File: config.mk
export PLATFORM = sky130hd
export DESIGN_NAME = cmr_regmap
export DESIGN_NICKNAME = d
export VERILOG_FILES = /design/src/rtl/cmr_pkg.sv /design/src/rtl/cmr_pair_pack.sv /design/src/rtl/cmr_regmap.sv
export SDC_FILE = /design/constraint.sdc
export NUM_CORES = 1
export LEC_CHECK = 0
export BUFFER_PORTS_ARGS = -buffer_cell sky130_fd_sc_hd__buf_4
export CELL_PAD_IN_SITES_DETAIL_PLACEMENT = 1
export CELL_PAD_IN_SITES_GLOBAL_PLACEMENT = 1
export CORE_AREA = 2 2 157 159
export DETAILED_ROUTE_END_ITERATION = 16
export DIE_AREA = 0 0 159 161
export PLACE_DENSITY_LB_ADDON = 0.1
export SLEW_MARGIN = 20
export SYNTH_ARGS = -nofsm -noshare
export SYNTH_HDL_FRONTEND = slang
export SYNTH_SLANG_ARGS = --single-unit
File: constraint.sdc
create_clock -name clk -period 2.9 [get_ports clk]
set_input_delay 0 -clock clk [delete_from_list [all_inputs] [get_ports clk]]
set_output_delay 0 -clock clk [all_outputs]
set_load 0.1 [all_outputs]
File: src/rtl/cmr_pkg.sv
// package: register group layout, field positions, reset values, timing
package cmr_pkg;
  // register groups selected by the host-side access port
  typedef enum logic [2:0] {
    GRP_CFG = 3'b000,
    GRP_CELL = 3'b001,
    GRP_FLAG = 3'b010,
    GRP_TEMP = 3'b011,
    GRP_PEC = 3'b100
  } cmr_group_t;

  localparam int CFG_BYTES = 6;
  localparam int CELL_BYTES = 18;
  localparam int FLAG_BYTES = 3;
  localparam int TEMP_BYTES = 5;
  localparam int CELL_COUNT = 12;
  localparam int RES_W = 12;

  // config byte0 field positions, then byte2 mask, temp byte4 fields and first hidden cell byte
  localparam int B0_WDT_BIT = 7;
  localparam int B0_GPIO2_BIT = 6;
  localparam int B0_GPIO1_BIT = 5;
  localparam int B0_POLL_BIT = 4;
  localparam int B0_TEN_BIT = 3;
  localparam int B0_CDC_LSB = 0;
  localparam int B2_MASK_LSB = 4;
  localparam int TMP4_REV_LSB = 5;
  localparam int TMP4_THERMAL_SHUTDOWN_FLAG_BIT = 4;
  localparam int TEN_CELL_FIRST_HIDDEN = 15;

  // reset values of the configuration bytes
  localparam logic [7:0] CFG0_RESET = 8'h60;
  localparam logic [7:0] CFG1_RESET = 8'h00;
  localparam logic [7:0] CFG2_RESET = 8'h00;
  localparam logic [7:0] CFG3_RESET = 8'h00;
  localparam logic [7:0] CFG4_RESET = 8'h00;
  localparam logic [7:0] CFG5_RESET = 8'h00;

  // revision code, value arbitrary
  localparam logic [2:0] REV_CODE = 3'h1;

  // duty-cycle timing in ms
  localparam int CLK_MHZ = 100;
  localparam int MEAS_FAST_MS = 13;
  localparam int MEAS_SLOW_MS = 21;
  localparam int CMP_P13_MS = 13;
  localparam int CMP_P130_MS = 130;
  localparam int CMP_P500_MS = 500;
  localparam int CMP_P2000_MS = 2000;
  localparam logic [31:0] CYC_PER_MS = 32'(CLK_MHZ * 1000);
endpackage

File: src/rtl/cmr_pair_pack.sv
// packs two 12-bit results into three bytes
module cmr_pair_pack (
  input wire logic [11:0] firstRes,  // lower-numbered result
  input wire logic [11:0] secondRes, // higher-numbered result
  output logic [7:0] byteLo,         // first low byte
  output logic [7:0] byteMid,        // shared nibble byte
  output logic [7:0] byteHi          // second high byte
);
  // shared byte: second low nibble on top
  assign byteLo = firstRes[7:0];
  assign byteMid = {secondRes[3:0], firstRes[11:8]};
  assign byteHi = secondRes[11:4];
endmodule // cmr_pair_pack

File: src/rtl/cmr_regmap.sv
// register map of the cell monitor with duty-cycle decode
// How it works
// - config byte0 holds watchdog, gpio2, gpio1, polling, ten-cell, duty.
// - bytes1-5 hold discharge enables, irq masks and the two thresholds.
// - twelve 12-bit cell results pack into eighteen bytes, three per pair.
// - cell bytes 15 to 17 are readable only while ten-cell select is low.
// - three flag bytes, under flag on even bit, over flag on next odd bit.
// - flags of cells 11 and 12 read zero while ten-cell select is high.
// - five temp bytes: two external results paired, internal in bytes 3-4.
// - temp byte4 carries revision in bits 7-5 and shutdown in bit 4.
// - one read-only packet check byte goes with read answers.
// - duty code 0 is standby: comparator off, reference down, no timing.
// - codes 1-4 keep reference up, 13 ms per cell, periods off/13/130/500.
// - codes 5-7 drop reference, 21 ms per cell, periods 130/500/2000.
// - reading the temperature group clears the shutdown status bit.
module cmr_regmap
  import cmr_pkg::*;
(
  input wire logic clk,                          // 100 MHz clock
  input wire logic sys_rst,                      // sync reset, high
  input wire cmr_pkg::cmr_group_t accGroup,      // group of access
  input wire logic [4:0] accIndex,               // byte within group
  input wire logic accWrite,                     // write strobe, pulse
  input wire logic accRead,                      // read strobe, pulse
  input wire logic [7:0] accWdata,               // write data
  input wire logic [191:0] cellResultIn,         // 12 x 12-bit cells in the low 144 of 192 bits
  input wire logic [11:0] cellUnderIn,           // cell under flags
  input wire logic [11:0] cellOverIn,            // cell over flags
  input wire logic [11:0] extTemp1In,            // external temp 1
  input wire logic [11:0] extTemp2In,            // external temp 2
  input wire logic [11:0] intTempIn,             // internal temp
  input wire logic thermalEventIn,               // shutdown event pulse
  input wire logic [7:0] packetCheckIn,          // packet check byte
  input wire logic tempGroupDone,                // temp group read ended
  output logic [7:0] accRdata,                   // read data, registered
  output logic accRvalid,                        // read data valid
  output logic accRdenied,                       // read refused
  output logic watchdogOutCtrl,                  // watchdog output ctrl
  output logic gpio1Ctrl,                        // gpio1 control
  output logic gpio2Ctrl,                        // gpio2 control
  output logic pollingStyleSel,                  // polling style
  output logic tenCellSel,                       // ten-cell select
  output logic [11:0] cellDischargeEn,           // discharge enables
  output logic [11:0] cellIrqMask,               // interrupt masks
  output logic [7:0] underThreshold,             // under threshold
  output logic [7:0] overThreshold,              // over threshold
  output logic comparatorOn,                     // comparator enabled
  output logic refPowerDown,                     // ref down between meas
  output logic standbyMode,                      // standby
  output logic [31:0] measCycles,                // cycles per measurement
  output logic [31:0] cmpPeriodCycles            // comparator period cycles
);
  import cmr_pkg::*;

  logic [7:0] cfg_q [CFG_BYTES];
  logic thermalFlag_q;
  logic [2:0] dutyCode;
  logic [7:0] cellBytes [CELL_BYTES];
  logic [7:0] tempBytes [TEMP_BYTES];
  logic [7:0] flagBytes [FLAG_BYTES];
  logic [11:0] flagUnder;
  logic [11:0] flagOver;
  logic [7:0] rdata_d;
  logic denied_d;

  // configuration bytes; only the config group is writable
  always_ff @(posedge clk) begin
    if (sys_rst) begin
      cfg_q[0] <= CFG0_RESET;
      cfg_q[1] <= CFG1_RESET;
      cfg_q[2] <= CFG2_RESET;
      cfg_q[3] <= CFG3_RESET;
      cfg_q[4] <= CFG4_RESET;
      cfg_q[5] <= CFG5_RESET;
    end else if (accWrite && accGroup == GRP_CFG &&
                 accIndex < 5'(CFG_BYTES)) begin
      cfg_q[accIndex[2:0]] <= accWdata;
    end
  end

  assign dutyCode = cfg_q[0][B0_CDC_LSB +: 3];

  // field outputs registered from the config flops, one cycle behind
  always_ff @(posedge clk) begin
    if (sys_rst) begin
      watchdogOutCtrl <= 1'b0;
      gpio1Ctrl <= 1'b0;
      gpio2Ctrl <= 1'b0;
      pollingStyleSel <= 1'b0;
      tenCellSel <= 1'b0;
      cellDischargeEn <= 12'h000;
      cellIrqMask <= 12'h000;
      underThreshold <= 8'h00;
      overThreshold <= 8'h00;
    end else begin
      watchdogOutCtrl <= cfg_q[0][B0_WDT_BIT];
      gpio2Ctrl <= cfg_q[0][B0_GPIO2_BIT];
      gpio1Ctrl <= cfg_q[0][B0_GPIO1_BIT];
      pollingStyleSel <= cfg_q[0][B0_POLL_BIT];
      tenCellSel <= cfg_q[0][B0_TEN_BIT];
      cellDischargeEn <= {cfg_q[2][3:0], cfg_q[1]};
      cellIrqMask <= {cfg_q[3], cfg_q[2][B2_MASK_LSB +: 4]};
      underThreshold <= cfg_q[4];
      overThreshold <= cfg_q[5];
    end
  end

  // duty-cycle decode; one cycle behind the config write
  always_ff @(posedge clk) begin
    if (sys_rst) begin
      comparatorOn <= 1'b0;
      refPowerDown <= 1'b1;
      standbyMode <= 1'b1;
      measCycles <= 32'h0;
      cmpPeriodCycles <= 32'h0;
    end else begin
      standbyMode <= (dutyCode == 3'h0);
      comparatorOn <= (dutyCode > 3'h1);
      refPowerDown <= (dutyCode == 3'h0) || (dutyCode > 3'h4);
      case (dutyCode)
        3'h0: begin
          measCycles <= 32'h0;
          cmpPeriodCycles <= 32'h0;
        end
        3'h1: begin
          measCycles <= 32'(MEAS_FAST_MS) * CYC_PER_MS;
          cmpPeriodCycles <= 32'h0;
        end
        3'h2: begin
          measCycles <= 32'(MEAS_FAST_MS) * CYC_PER_MS;
          cmpPeriodCycles <= 32'(CMP_P13_MS) * CYC_PER_MS;
        end
        3'h3: begin
          measCycles <= 32'(MEAS_FAST_MS) * CYC_PER_MS;
          cmpPeriodCycles <= 32'(CMP_P130_MS) * CYC_PER_MS;
        end
        3'h4: begin
          measCycles <= 32'(MEAS_FAST_MS) * CYC_PER_MS;
          cmpPeriodCycles <= 32'(CMP_P500_MS) * CYC_PER_MS;
        end
        3'h5: begin
          measCycles <= 32'(MEAS_SLOW_MS) * CYC_PER_MS;
          cmpPeriodCycles <= 32'(CMP_P130_MS) * CYC_PER_MS;
        end
        3'h6: begin
          measCycles <= 32'(MEAS_SLOW_MS) * CYC_PER_MS;
          cmpPeriodCycles <= 32'(CMP_P500_MS) * CYC_PER_MS;
        end
        default: begin
          measCycles <= 32'(MEAS_SLOW_MS) * CYC_PER_MS;
          cmpPeriodCycles <= 32'(CMP_P2000_MS) * CYC_PER_MS;
        end
      endcase
    end
  end

  // sticky shutdown status; a new event beats the read clear
  always_ff @(posedge clk) begin
    if (sys_rst) begin
      thermalFlag_q <= 1'b0;
    end else if (thermalEventIn) begin
      thermalFlag_q <= 1'b1;
    end else if (tempGroupDone) begin
      thermalFlag_q <= 1'b0;
    end
  end

  // cell result packing, one packer per pair
  genvar gp;
  generate
    for (gp = 0; gp < CELL_COUNT / 2; gp++) begin : g_pair
      cmr_pair_pack u_pack (
        .firstRes(cellResultIn[24*gp +: RES_W]),
        .secondRes(cellResultIn[24*gp + RES_W +: RES_W]),
        .byteLo(cellBytes[3*gp]),
        .byteMid(cellBytes[3*gp + 1]),
        .byteHi(cellBytes[3*gp + 2])
      );
    end
  endgenerate

  // external temps share the pair packing
  cmr_pair_pack u_temp_pack (
    .firstRes(extTemp1In),
    .secondRes(extTemp2In),
    .byteLo(tempBytes[0]),
    .byteMid(tempBytes[1]),
    .byteHi(tempBytes[2])
  );

  assign tempBytes[3] = intTempIn[7:0];
  assign tempBytes[4] = {REV_CODE, thermalFlag_q, intTempIn[11:8]};

  // masking hides cells 11 and 12 in ten-cell mode
  assign flagUnder = tenCellSel ? {2'b00, cellUnderIn[9:0]} : cellUnderIn;
  assign flagOver = tenCellSel ? {2'b00, cellOverIn[9:0]} : cellOverIn;

  // interleave under (even) and over (odd) per cell
  genvar gf;
  generate
    for (gf = 0; gf < CELL_COUNT; gf++) begin : g_flag
      assign flagBytes[gf / 4][2 * (gf % 4)] = flagUnder[gf];
      assign flagBytes[gf / 4][2 * (gf % 4) + 1] = flagOver[gf];
    end
  endgenerate

  // read mux; out-of-range index reads zero, except in the packet check group, which ignores the index
  always_comb begin
    rdata_d = 8'h00;
    denied_d = 1'b0;
    case (accGroup)
      GRP_CFG: begin
        if (accIndex < 5'(CFG_BYTES)) rdata_d = cfg_q[accIndex[2:0]];
      end
      GRP_CELL: begin
        if (accIndex >= 5'(TEN_CELL_FIRST_HIDDEN) && tenCellSel) begin
          denied_d = 1'b1;
        end else if (accIndex < 5'(CELL_BYTES)) begin
          rdata_d = cellBytes[accIndex];
        end
      end
      GRP_FLAG: begin
        if (accIndex < 5'(FLAG_BYTES)) rdata_d = flagBytes[accIndex[1:0]];
      end
      GRP_TEMP: begin
        if (accIndex < 5'(TEMP_BYTES)) rdata_d = tempBytes[accIndex[2:0]];
      end
      GRP_PEC: begin
        rdata_d = packetCheckIn;
      end
      default: begin
        rdata_d = 8'h00;
      end
    endcase
  end

  // registered read answer, one cycle after the strobe
  always_ff @(posedge clk) begin
    if (sys_rst) begin
      accRdata <= 8'h00;
      accRvalid <= 1'b0;
      accRdenied <= 1'b0;
    end else begin
      accRvalid <= accRead && !denied_d;
      accRdenied <= accRead && denied_d;
      accRdata <= (accRead && !denied_d) ? rdata_d : 8'h00;
    end
  end

  // checks
  AST_CFG_READBACK: assert property (@(posedge clk) disable iff (sys_rst)
    accWrite && accGroup == GRP_CFG && accIndex == 5'd4 ##1 !accWrite ##1
    accRead && accGroup == GRP_CFG && accIndex == 5'd4 && !accWrite
    |=> accRdata == $past(accWdata, 3))
    else $error("config byte4 readback mismatch");
  AST_WDT_FIELD: assert property (@(posedge clk) disable iff (sys_rst)
    ##1 watchdogOutCtrl == $past(cfg_q[0][7]))
    else $error("watchdog control not from byte0 bit7");
  AST_DISCHARGE: assert property (@(posedge clk) disable iff (sys_rst)
    ##1 cellDischargeEn[11:8] == $past(cfg_q[2][3:0]))
    else $error("discharge 9-12 wrong");
  AST_HIDDEN_READ: assert property (@(posedge clk) disable iff (sys_rst)
    accRead && tenCellSel && accGroup == GRP_CELL && accIndex == 5'd16
    |=> accRdenied && !accRvalid)
    else $error("hidden cell byte was readable");
  AST_FLAG_TEN: assert property (@(posedge clk) disable iff (sys_rst)
    tenCellSel |-> flagBytes[2][7:4] == 4'h0)
    else $error("cell 11/12 flags set in ten-cell mode");
  AST_FLAG_POS: assert property (@(posedge clk) disable iff (sys_rst)
    !tenCellSel |-> flagBytes[2][7] == cellOverIn[11])
    else $error("cell 12 over flag misplaced");
  AST_STANDBY: assert property (@(posedge clk) disable iff (sys_rst)
    dutyCode == 3'h0 |=> standbyMode && refPowerDown && !comparatorOn)
    else $error("code 0 not standby");
  AST_FAST_MEAS: assert property (@(posedge clk) disable iff (sys_rst)
    dutyCode == 3'h3 |=> measCycles == 32'd1300000 &&
    cmpPeriodCycles == 32'd13000000 && !refPowerDown)
    else $error("code 3 timing wrong");
  AST_SLOW_MEAS: assert property (@(posedge clk) disable iff (sys_rst)
    dutyCode == 3'h7 |=> measCycles == 32'd2100000 &&
    cmpPeriodCycles == 32'd200000000 && refPowerDown)
    else $error("code 7 timing wrong");
  AST_THERMAL_SHUTDOWN_FLAG_CLEAR: assert property (@(posedge clk) disable iff (sys_rst)
    tempGroupDone && !thermalEventIn |=> tempBytes[4][4] == 1'b0)
    else $error("shutdown bit not cleared");
  AST_REV: assert property (@(posedge clk) disable iff (sys_rst)
    tempBytes[4][7:5] == REV_CODE)
    else $error("revision field wrong");
  AST_RO_WRITE: assert property (@(posedge clk) disable iff (sys_rst)
    accWrite && accGroup != GRP_CFG |=> $stable(cfg_q[0]))
    else $error("read-only write changed config");
  AST_PEC: assert property (@(posedge clk) disable iff (sys_rst)
    accRead && accGroup == GRP_PEC |=> accRdata == $past(packetCheckIn))
    else $error("packet check byte wrong");

  COV_TEN_DENY: cover property (@(posedge clk) accRdenied);
  COV_THERMAL_SHUTDOWN_FLAG: cover property (@(posedge clk) thermalFlag_q ##[1:20] !thermalFlag_q);
  COV_CFG_WR: cover property (@(posedge clk) accWrite && accGroup == GRP_CFG);
  COV_SLOW: cover property (@(posedge clk) refPowerDown && comparatorOn);
endmodule // cmr_regmap

==> results of run 1 <==
[worst min-delay path, stage by stage]
cell	delay [ns]
buf_4	0.11
nor3_1	0.08
a21boi_0	0.21
[power by group through the flow]
| stage | clock network, W | registers, W | logic, W |
|---|---|---|---|
| floorplan | 0 | 0.00229 | 0.000730 |
| global placement | 0 | 0.00194 | 0.00151 |
| finish | 0.00198 | 0.00190 | 0.00153 |
| global route | 0.00209 | 0.00192 | 0.00160 |
| CTS | 0.00202 | 0.00191 | 0.00154 |
| detailed placement | 0 | 0.00194 | 0.00152 |
[logic make-up (layout without fill, tap and decap cells)]
| logic type | after synthesis | in the layout | share of synthesized area (%) |
|---|---|---|---|
| AOI/OAI and AO/OA | 82 | 82 | 8.44 |
| buffers and inverters | 97 | 392 | 9.63 |
| adders and majority gates | 2 | 2 | 0.372 |
| xor gates and xnor gates | 2 | 2 | 0.260 |
| other | 1 | 31 | 0.0557 |
| DFF | 121 | 121 | 43.1 |
| muxes | 88 | 88 | 20.8 |
| and+or+nand+nor | 203 | 203 | 17.3 |
[flip-flops by register name, indices dropped and copies added (netlist names)]
name and flops:
cfg_q 48, cellDischargeEn 12, cellIrqMask 12, cmpPeriodCycles 12
accRdata 8, overThreshold 8, underThreshold 8, measCycles 3
accRdenied 1, accRvalid 1, gpio1Ctrl 1, gpio2Ctrl 1
pollingStyleSel 1, refPowerDown 1, standbyMode 1, tenCellSel 1
thermalFlag_q 1, watchdogOutCtrl 1
[final timing paths]
| kind | slack (ns) | cells past startpoint | startpoint | end |
|---|---|---|---|---|
| max reg2reg | 0.86 | 5 | cfg_q[0][0] | accRdata[0] |
| min reg2reg | 0.48 | 1 | cfg_q[2][3] | cellDischargeEn[11] |
| max | 0.68 | 8 | accGroup[1] | cfg_q[1][0] |
| min | 0.05 | 3 | accGroup[2] | accRvalid |
[metal layers]
layer / vias up / global-route usage (%) / share of wire (%)
li1: 2690 / - / -
met1: 2799 / 25.4 / 42
met2: 211 / 34.2 / 50
met3: 27 / 4.55 / 5.2
met4: 0 / 5.83 / 2.2
met5: - / 0 / 0
[area by class of cell]
type / count / area (um^2) / share of cell area (%)
Tap cell: 324 / 405 / 4.10
Sequential cell: 121 / 2900 / 29.4
Clock inverter: 14 / 116 / 1.18
Inverter: 6 / 22.5 / 0.228
Clock buffer: 18 / 439 / 4.44
Timing Repair Buffer: 354 / 2710 / 27.4
Multi-Input combinational cell: 407 / 3290 / 33.3
Antenna cell: 1 / 2.50 / 0.0253
[timing repair]
item	in CTS	in global routing
buffers inserted	0	0
hold buffers	14	0
hold endpoints to repair	52	0
[cell usage in the layout (no fill, tap or decap), types with 18 or more instances in the layout]
cell and n:
buf_4 339, dfxtp_1 73, nor2b_1 62, and2_1 48, edfxtp_1 48, mux2i_1 45, mux4_2 41, nor2_1 38
conb_1 30, o22ai_1 19, nand2_1 18
[per-stage QoR]
step	area [um^2]	utilization [%]
floorplan	6840	-
global placement	9180	38.3
detailed placement	9180	38.3
CTS	9880	41.2
global route	9880	41.2
finish	9880	41.2
==> run summary, run 1 <==
Max Transition Viols Final - 0
synthesis-stage register bit count - 121
Critical Path End Type - flop
sequential area share after synthesis - 43.1%
DR vias/cell - 4.60
CTS tree - built
first drt pass iteration count - 4
clk buf depth - 2
Root Buffer - clkbuf_16
Final Hold Violating Endpoints - 0
Worst path max stage delay - 0.58 ns
most used cell along the critical path - buf_4
VDD IR-drop max - 0.395 mV
Placed Instances - 1198
endpoints failing setup - 0
Skew-Pair Late Insertion Delay - 0.41 ns
Final TNS setup - 0 ns
sequential share of power - 35.2%
drt drc - 0
Setup WS post-layout - 0.679 ns
post-DP HPWL - 21000 um
H-tree depth - 4
Starting Density - 28.1%
Hold Path Class - input pin to flop
number of global-route vias before repair - 6186
Max Clock Skew - 0.00560 ns
Layout Nets - 1191
cell-internal power - 0.00350 W
Slowest-stage cell, CP - dlygate4sd3_1
Routed Antenna Nets - 0
largest net degree at the start of global routing - 68
number of max-cap violations - 0
TritonCTS buffer count - 17
FILL cells - 2697
P per Cell Area - 548 nW/um^2
Post-Syn Area - 6730 um^2
gr ovfl total - 0
Routed WL per cell - 21.2 um
die area - 25600 um^2
count leader, synth - dfxtp_1
Synth Flop Type - dfxtp_1
Floorplan Core Area - 24000 um^2
number of buffers added on ports - 325
cells after synthesis - 596
WP data arrival - 2.31 ns
Final period util - 76.6%
relative slew slack - 53.3%
first-pass GRT wire length - 38500 um
Psw - 0.00191 W
required time of the critical path - 2.99 ns
Setup crit start kind - input pin
Cell Chain, Critical Path - dlygate4sd3_1, buf_4, nor2_1, and4_1, nand2_1, nor3_2, buf_4, or2_2
Syn Area/Cell - 11.3 um^2
FFs w/ async S/R, synth - 0%
Distinct cells, synth - 54
Final Non-Filler Cells - 1245
type of the worst setup path - input pin to flop
routed vias - 5727
final worst path period need - 2.22 ns
Die W - 159 um
switching share of power - 35.3%
die height - 161 um
Clock Power Share - 36.5%
fmax - 450 MHz
GR Util All Layers - 20.0%
RSZ-0062 raised after global routing - no
post-synth top area cell - dfxtp_1
clock slew at reported path FFs - 0.06 ns
Final Wtd Congestion - 0.872
Num Clock Sinks - 121
Warnings, synthesis - 0
Yosys top cell area share - 21.7%
Top-Level Pins - 404
Gate power share - 28.3%
Post-synth EDFFs - 48
Slew @ Worst Pin - 0.701 ns
Setup WS pre-CTS - 0.771 ns
outcome - finished, final reports clean
leak pwr - 4.39 nW
Synth area leaders - dfxtp_1, edfxtp_1, mux4_2
initial antenna violation count - 1
Fin Hold WS - 0.0450 ns
share of cells above drive strength 1 - 46.7%
synth cell count leaders - dfxtp_1, nor2b_1, buf_4
CP max FO - 12
cts repair resizes - 0
Total Power - 0.00541 W
Top delay family on crit path - simple AND/OR/NAND/NOR gates
crit path buf inv count - 3
synthesis-to-finish area growth - 46.8%
final wirelength - 26400 um
DRT iter0 DRCs - 285
Rows - 57
(Power assumes the default switching activity.)
==> run 2: changes to the inputs <==
Clock period 2.9 ns to 2.2 ns, I/O delays scaled along.
==> run summary, run 2 (synthesis results as in run 1) <==
R2R depth - 5
drt drc - 0
final worst path period need - 1.97 ns
Max Clock Skew - 0.00864 ns
first drt pass iteration count - 4
Reg with most FFs - cfg_q
H-tree depth - 4
Max Transition Viols Final - 0
Num Clock Sinks - 121
Top delay family on crit path - simple AND/OR/NAND/NOR gates
max reg flops - 48
Slowest-stage cell, CP - dlygate4sd3_1
Setup crit start kind - input pin
clock slew at reported path FFs - 0.06 ns
Stages on worst setup path - 7
Rows - 57
outcome - finished, final reports clean
Skew-Pair Late Insertion Delay - 0.42 ns
final wirelength - 26600 um
endpoints failing setup - 0
most frequent cells in the layout - buf_4, dfxtp_1, nor2b_1
relative slew slack - 54.7%
Slew @ Worst Pin - 0.679 ns
Final Hold Violating Endpoints - 0
Floorplan Core Area - 24000 um^2
CP max FO - 9
Worst path max stage delay - 0.58 ns
GR Util All Layers - 20.3%
synthesis-to-finish area growth - 48.7%
Total Power - 0.00729 W
die area - 25600 um^2
first-pass GRT wire length - 39200 um
Layout Nets - 1199
most used cell along the critical path - nor2_1
number of global-route vias before repair - 6234
P per Cell Area - 728 nW/um^2
Final TNS setup - 0 ns
Final period util - 89.5%
TritonCTS buffer count - 17
Routed WL per cell - 21.2 um
number of max-cap violations - 0
gr ovfl total - 0
die height - 161 um
share of cells above drive strength 1 - 47.2%
RSZ-0062 raised after global routing - no
post-DP HPWL - 21100 um
initial antenna violation count - 2
VDD IR-drop max - 0.509 mV
Setup Fix Bufs, Post-CTS - 0
DR vias/cell - 4.60
Cell Chain, Critical Path - dlygate4sd3_1, buf_4, nor2_1, and4_1, nand2_1, nor2_1, or2_2
Hold Path Class - input pin to flop
Starting Density - 28.1%
Top-Level Pins - 404
Die W - 159 um
routed vias - 5771
Routed Antenna Nets - 0
type of the worst setup path - input pin to flop
required time of the critical path - 2.30 ns
Critical Path End Type - flop
Root Buffer - clkbuf_16
CTS tree - built
DRT iter0 DRCs - 251
number of buffers added on ports - 325
Final Wtd Congestion - 0.875
crit path buf inv count - 2
clk buf depth - 2
largest net degree at the start of global routing - 71
fmax - 508 MHz
WP data arrival - 2.07 ns
hold path cells - 4
commonest non-fill, non-tap cell in the layout - buf_4
leak pwr - 4.44 nW
[run 2: final timing paths]
check / from / endpoint / slack [ns]
worst min-delay path: packetCheckIn[3] / accRdata[3] / 0.03
worst max register to register: cfg_q[5][4] / accRdata[4] / 0.31
worst max-delay path: accGroup[1] / cfg_q[3][7] / 0.23
worst min register to register: cfg_q[4][6] / underThreshold[6] / 0.49
[run 2: layer usage]
layer | track usage [%] | vias to the layer above | share of wire, % | wire length [um]
met1 | 25.3 | 2814 | 42 | 11200
met3 | 4.65 | 27 | 5.1 | 1350
met5 | 0 | - | 0.034 | 9
met4 | 5.41 | 2 | 1.9 | 493
met2 | 35.4 | 218 | 51 | 13500
li1 | - | 2710 | - | -
[run 2: what timing repair did]
item / CTS / global route
endpoints found under the hold margin: 53 / 0
gates resized for setup: 0 / 0
hold buffers: 14 / 0
[run 2: cell type report]
type | count | area [um^2]
diodes | 2 | 5.00
repair buffers | 362 | 2800
fillers | 2719 | 14000
multi-input cells | 407 | 3290
clock buffers | 17 | 425
clock inverters | 15 | 155
flip-flops and latches | 121 | 2900
inverters | 6 | 22.5
well taps | 324 | 405
[run 2: worst reg2reg max path, stage by stage, from the launching register on]
cell and delay, ns:
edfxtp_1 0.40, mux4_2 0.47, nor2b_1 0.15, o21ai_0 0.43
o211a_1 0.24, o22ai_1 0.08
[run 2: power breakdown]
| group | internal [W] | switching, W | total [W] | leakage, nW |
|---|---|---|---|---|
| Combinational | 0.000685 | 0.00135 | 0.00204 | 3.10 |
| Clock | 0.00160 | 0.00115 | 0.00274 | 0.282 |
| Sequential | 0.00244 | 0.0000594 | 0.00250 | 1.06 |
| Total | 0.00473 | 0.00256 | 0.00729 | 4.44 |
[run 2: metrics by stage]
step	area [um^2]	std cells	setup WS, ns	hold WS (ns)	util, %
final	10000	1254	0.230	0.0300	41.8
after global routing	10000	1253	0.0946	0.0500	41.7
after CTS	10000	1252	0.267	0.0183	41.7
after detailed placement	9280	1206	0.107	0.218	38.7
after global placement	9280	1206	0.176	0.218	38.7
after floorplan	6840	625	0.257	0.117	-
==> run 3: changes to the inputs <==
==> constraint.sdc (replaced) <==
create_clock -name clk -period 2.2 [get_ports clk]
set_input_delay 0.22 -clock clk [delete_from_list [all_inputs] [get_ports clk]]
set_output_delay 0.22 -clock clk [all_outputs]
set_load 0.1 [all_outputs]
==> run summary, run 3 (synthesis results as in run 1) <==
hold path cells - 3
synthesis-to-finish area growth - 47.8%
number of buffers added on ports - 325
Multi-input gate area - 3290 um^2
Final Cell Area - 9940 um^2
P per Cell Area - 738 nW/um^2
fmax - 541 MHz
leak pwr - 4.44 nW
gr ovfl total - 0
die area - 25600 um^2
flop2flop setup slack - 0.35 ns
number of max-cap violations - 0
FILL cells - 2728
Max Transition Viols Final - 0
cts repair resizes - 0
final wirelength - 26300 um
Setup Fix Bufs, Post-CTS - 0
Slew @ Worst Pin - 0.542 ns
Routed WL per cell - 21.1 um
Hold-fix buffers, CTS - 0
clock slew at reported path FFs - 0.06 ns
Floorplan Core Area - 24000 um^2
outcome - finished, final reports clean
Final period util - 84.0%
max reg flops - 48
Setup crit start kind - flop
clk buf depth - 2
CP max FO - 2
Max Clock Skew - 0.00731 ns
hold path start - thermalEventIn
Critical Path End Type - flop
Starting Density - 28.1%
relative slew slack - 63.5%
Reg with most FFs - cfg_q
Storage cell area - 2900 um^2
RSZ-0062 raised after global routing - no
drt drc - 0
Setup WS post-layout - 0.352 ns
GR Util All Layers - 20.1%
Rows - 57
H-tree depth - 4
initial antenna violation count - 1
VDD IR-drop max - 0.560 mV
Placed Area - 9350 um^2
Die W - 159 um
routed vias - 5734
Hold Path Sink - thermalFlag_q
Top-Level Pins - 404
Setup WS pre-CTS - -0.0203 ns
Routed Antenna Nets - 0
Num Clock Sinks - 121
Placed Instances - 1217
Hold Path Class - input pin to flop
commonest non-fill, non-tap cell in the layout - buf_4
number of global-route vias before repair - 6185
R2R depth - 6
first drt pass iteration count - 4
first-pass GRT wire length - 38800 um
worst reg2reg endpoint - accRdata[4]
Final Hold Violating Endpoints - 0
share of cells above drive strength 1 - 48.5%
most frequent cells in the layout - buf_4, dfxtp_1, nor2b_1
Skew-Pair Late Insertion Delay - 0.41 ns
TritonCTS buffer count - 17
Root Buffer - clkbuf_16
largest net degree at the start of global routing - 51
Final Wtd Congestion - 0.875
WP data arrival - 2.13 ns
endpoints failing setup - 0
DRT iter0 DRCs - 280
CTS tree - built
required time of the critical path - 2.48 ns
final worst path period need - 1.85 ns
DR vias/cell - 4.59
Final Core Density - 41.5%
Final Non-Filler Cells - 1250
die height - 161 um
Layout Nets - 1196
post-DP HPWL - 21200 um
type of the worst setup path - flop to flop
r2r startpoint - cfg_q[5][4]
==> run 3: cell count changes in the layout (fill, tap and decap cells not counted) <==
cell,previous run,this run
clkinvlp_4,2,1
inv_8,3,1
bufinv_16,1,2
clkinv_2,0,2
buf_4,344,356
buf_12,4,3
diode_2,2,1
dlygate4sd3_1,14,0
==> run 3: layer usage <==
metal | global-route usage, % | up-vias | part of all wire [%]
met4 | 4.96 | 0 | 1.3
li1 | - | 2706 | -
met3 | 4.80 | 17 | 5.4
met5 | 0 | - | 0
met2 | 34.9 | 186 | 51
met1 | 25.3 | 2825 | 43
==> run 3: worst max-delay path by stage <==
stage                start           to  slack (ns)  depth (start not counted)
6_report       cfg_q[5][4]  accRdata[4]        0.35                          6
4_1_cts        cfg_q[5][4]  accRdata[4]        0.30                          6
3_3_place_gp   accIndex[0]  accRdata[4]       -0.01                          7
2_1_floorplan   tenCellSel  accRdata[7]        0.26                          5
5_1_grt        accIndex[0]  accRdata[6]        0.21                          8
3_5_place_dp   accIndex[0]  accRdata[6]       -0.02                          8
==> run 3: cell type report <==
cell class                      count  area share [%]
Inverter                            6           0.227
Timing Repair Buffer              359            27.5
Clock inverter                     15            1.66
Sequential cell                   121            29.2
Tap cell                          324            4.08
Clock buffer                       17            4.28
Multi-Input combinational cell    407            33.1
Antenna cell                        1          0.0252
==> run 3: worst max-delay path, stage by stage, from the launching register on <==
cell and delay, ns:
edfxtp_1 0.39, mux4_2 0.48, nor2b_1 0.14, o21ai_0 0.30, buf_4 0.18, o211a_1 0.15
o22ai_1 0.07
==> run 3: stage by stage <==
stage               hold WS (ns)  TNS [ns]  total power [W]
floorplan                  0.337         0          0.00399
global placement           0.436   -0.0134          0.00457
detailed placement         0.436   -0.0553          0.00459
CTS                      0.00551         0          0.00742
global route              0.0291         0          0.00759
finish                    0.0175         0          0.00734
==> run 3: power breakdown <==
group	leakage, nW	internal, W	switching (W)
clock network	0.291	0.00169	0.00112
registers	1.06	0.00244	0.0000581
logic	3.09	0.000677	0.00135
total	4.44	0.00481	0.00253
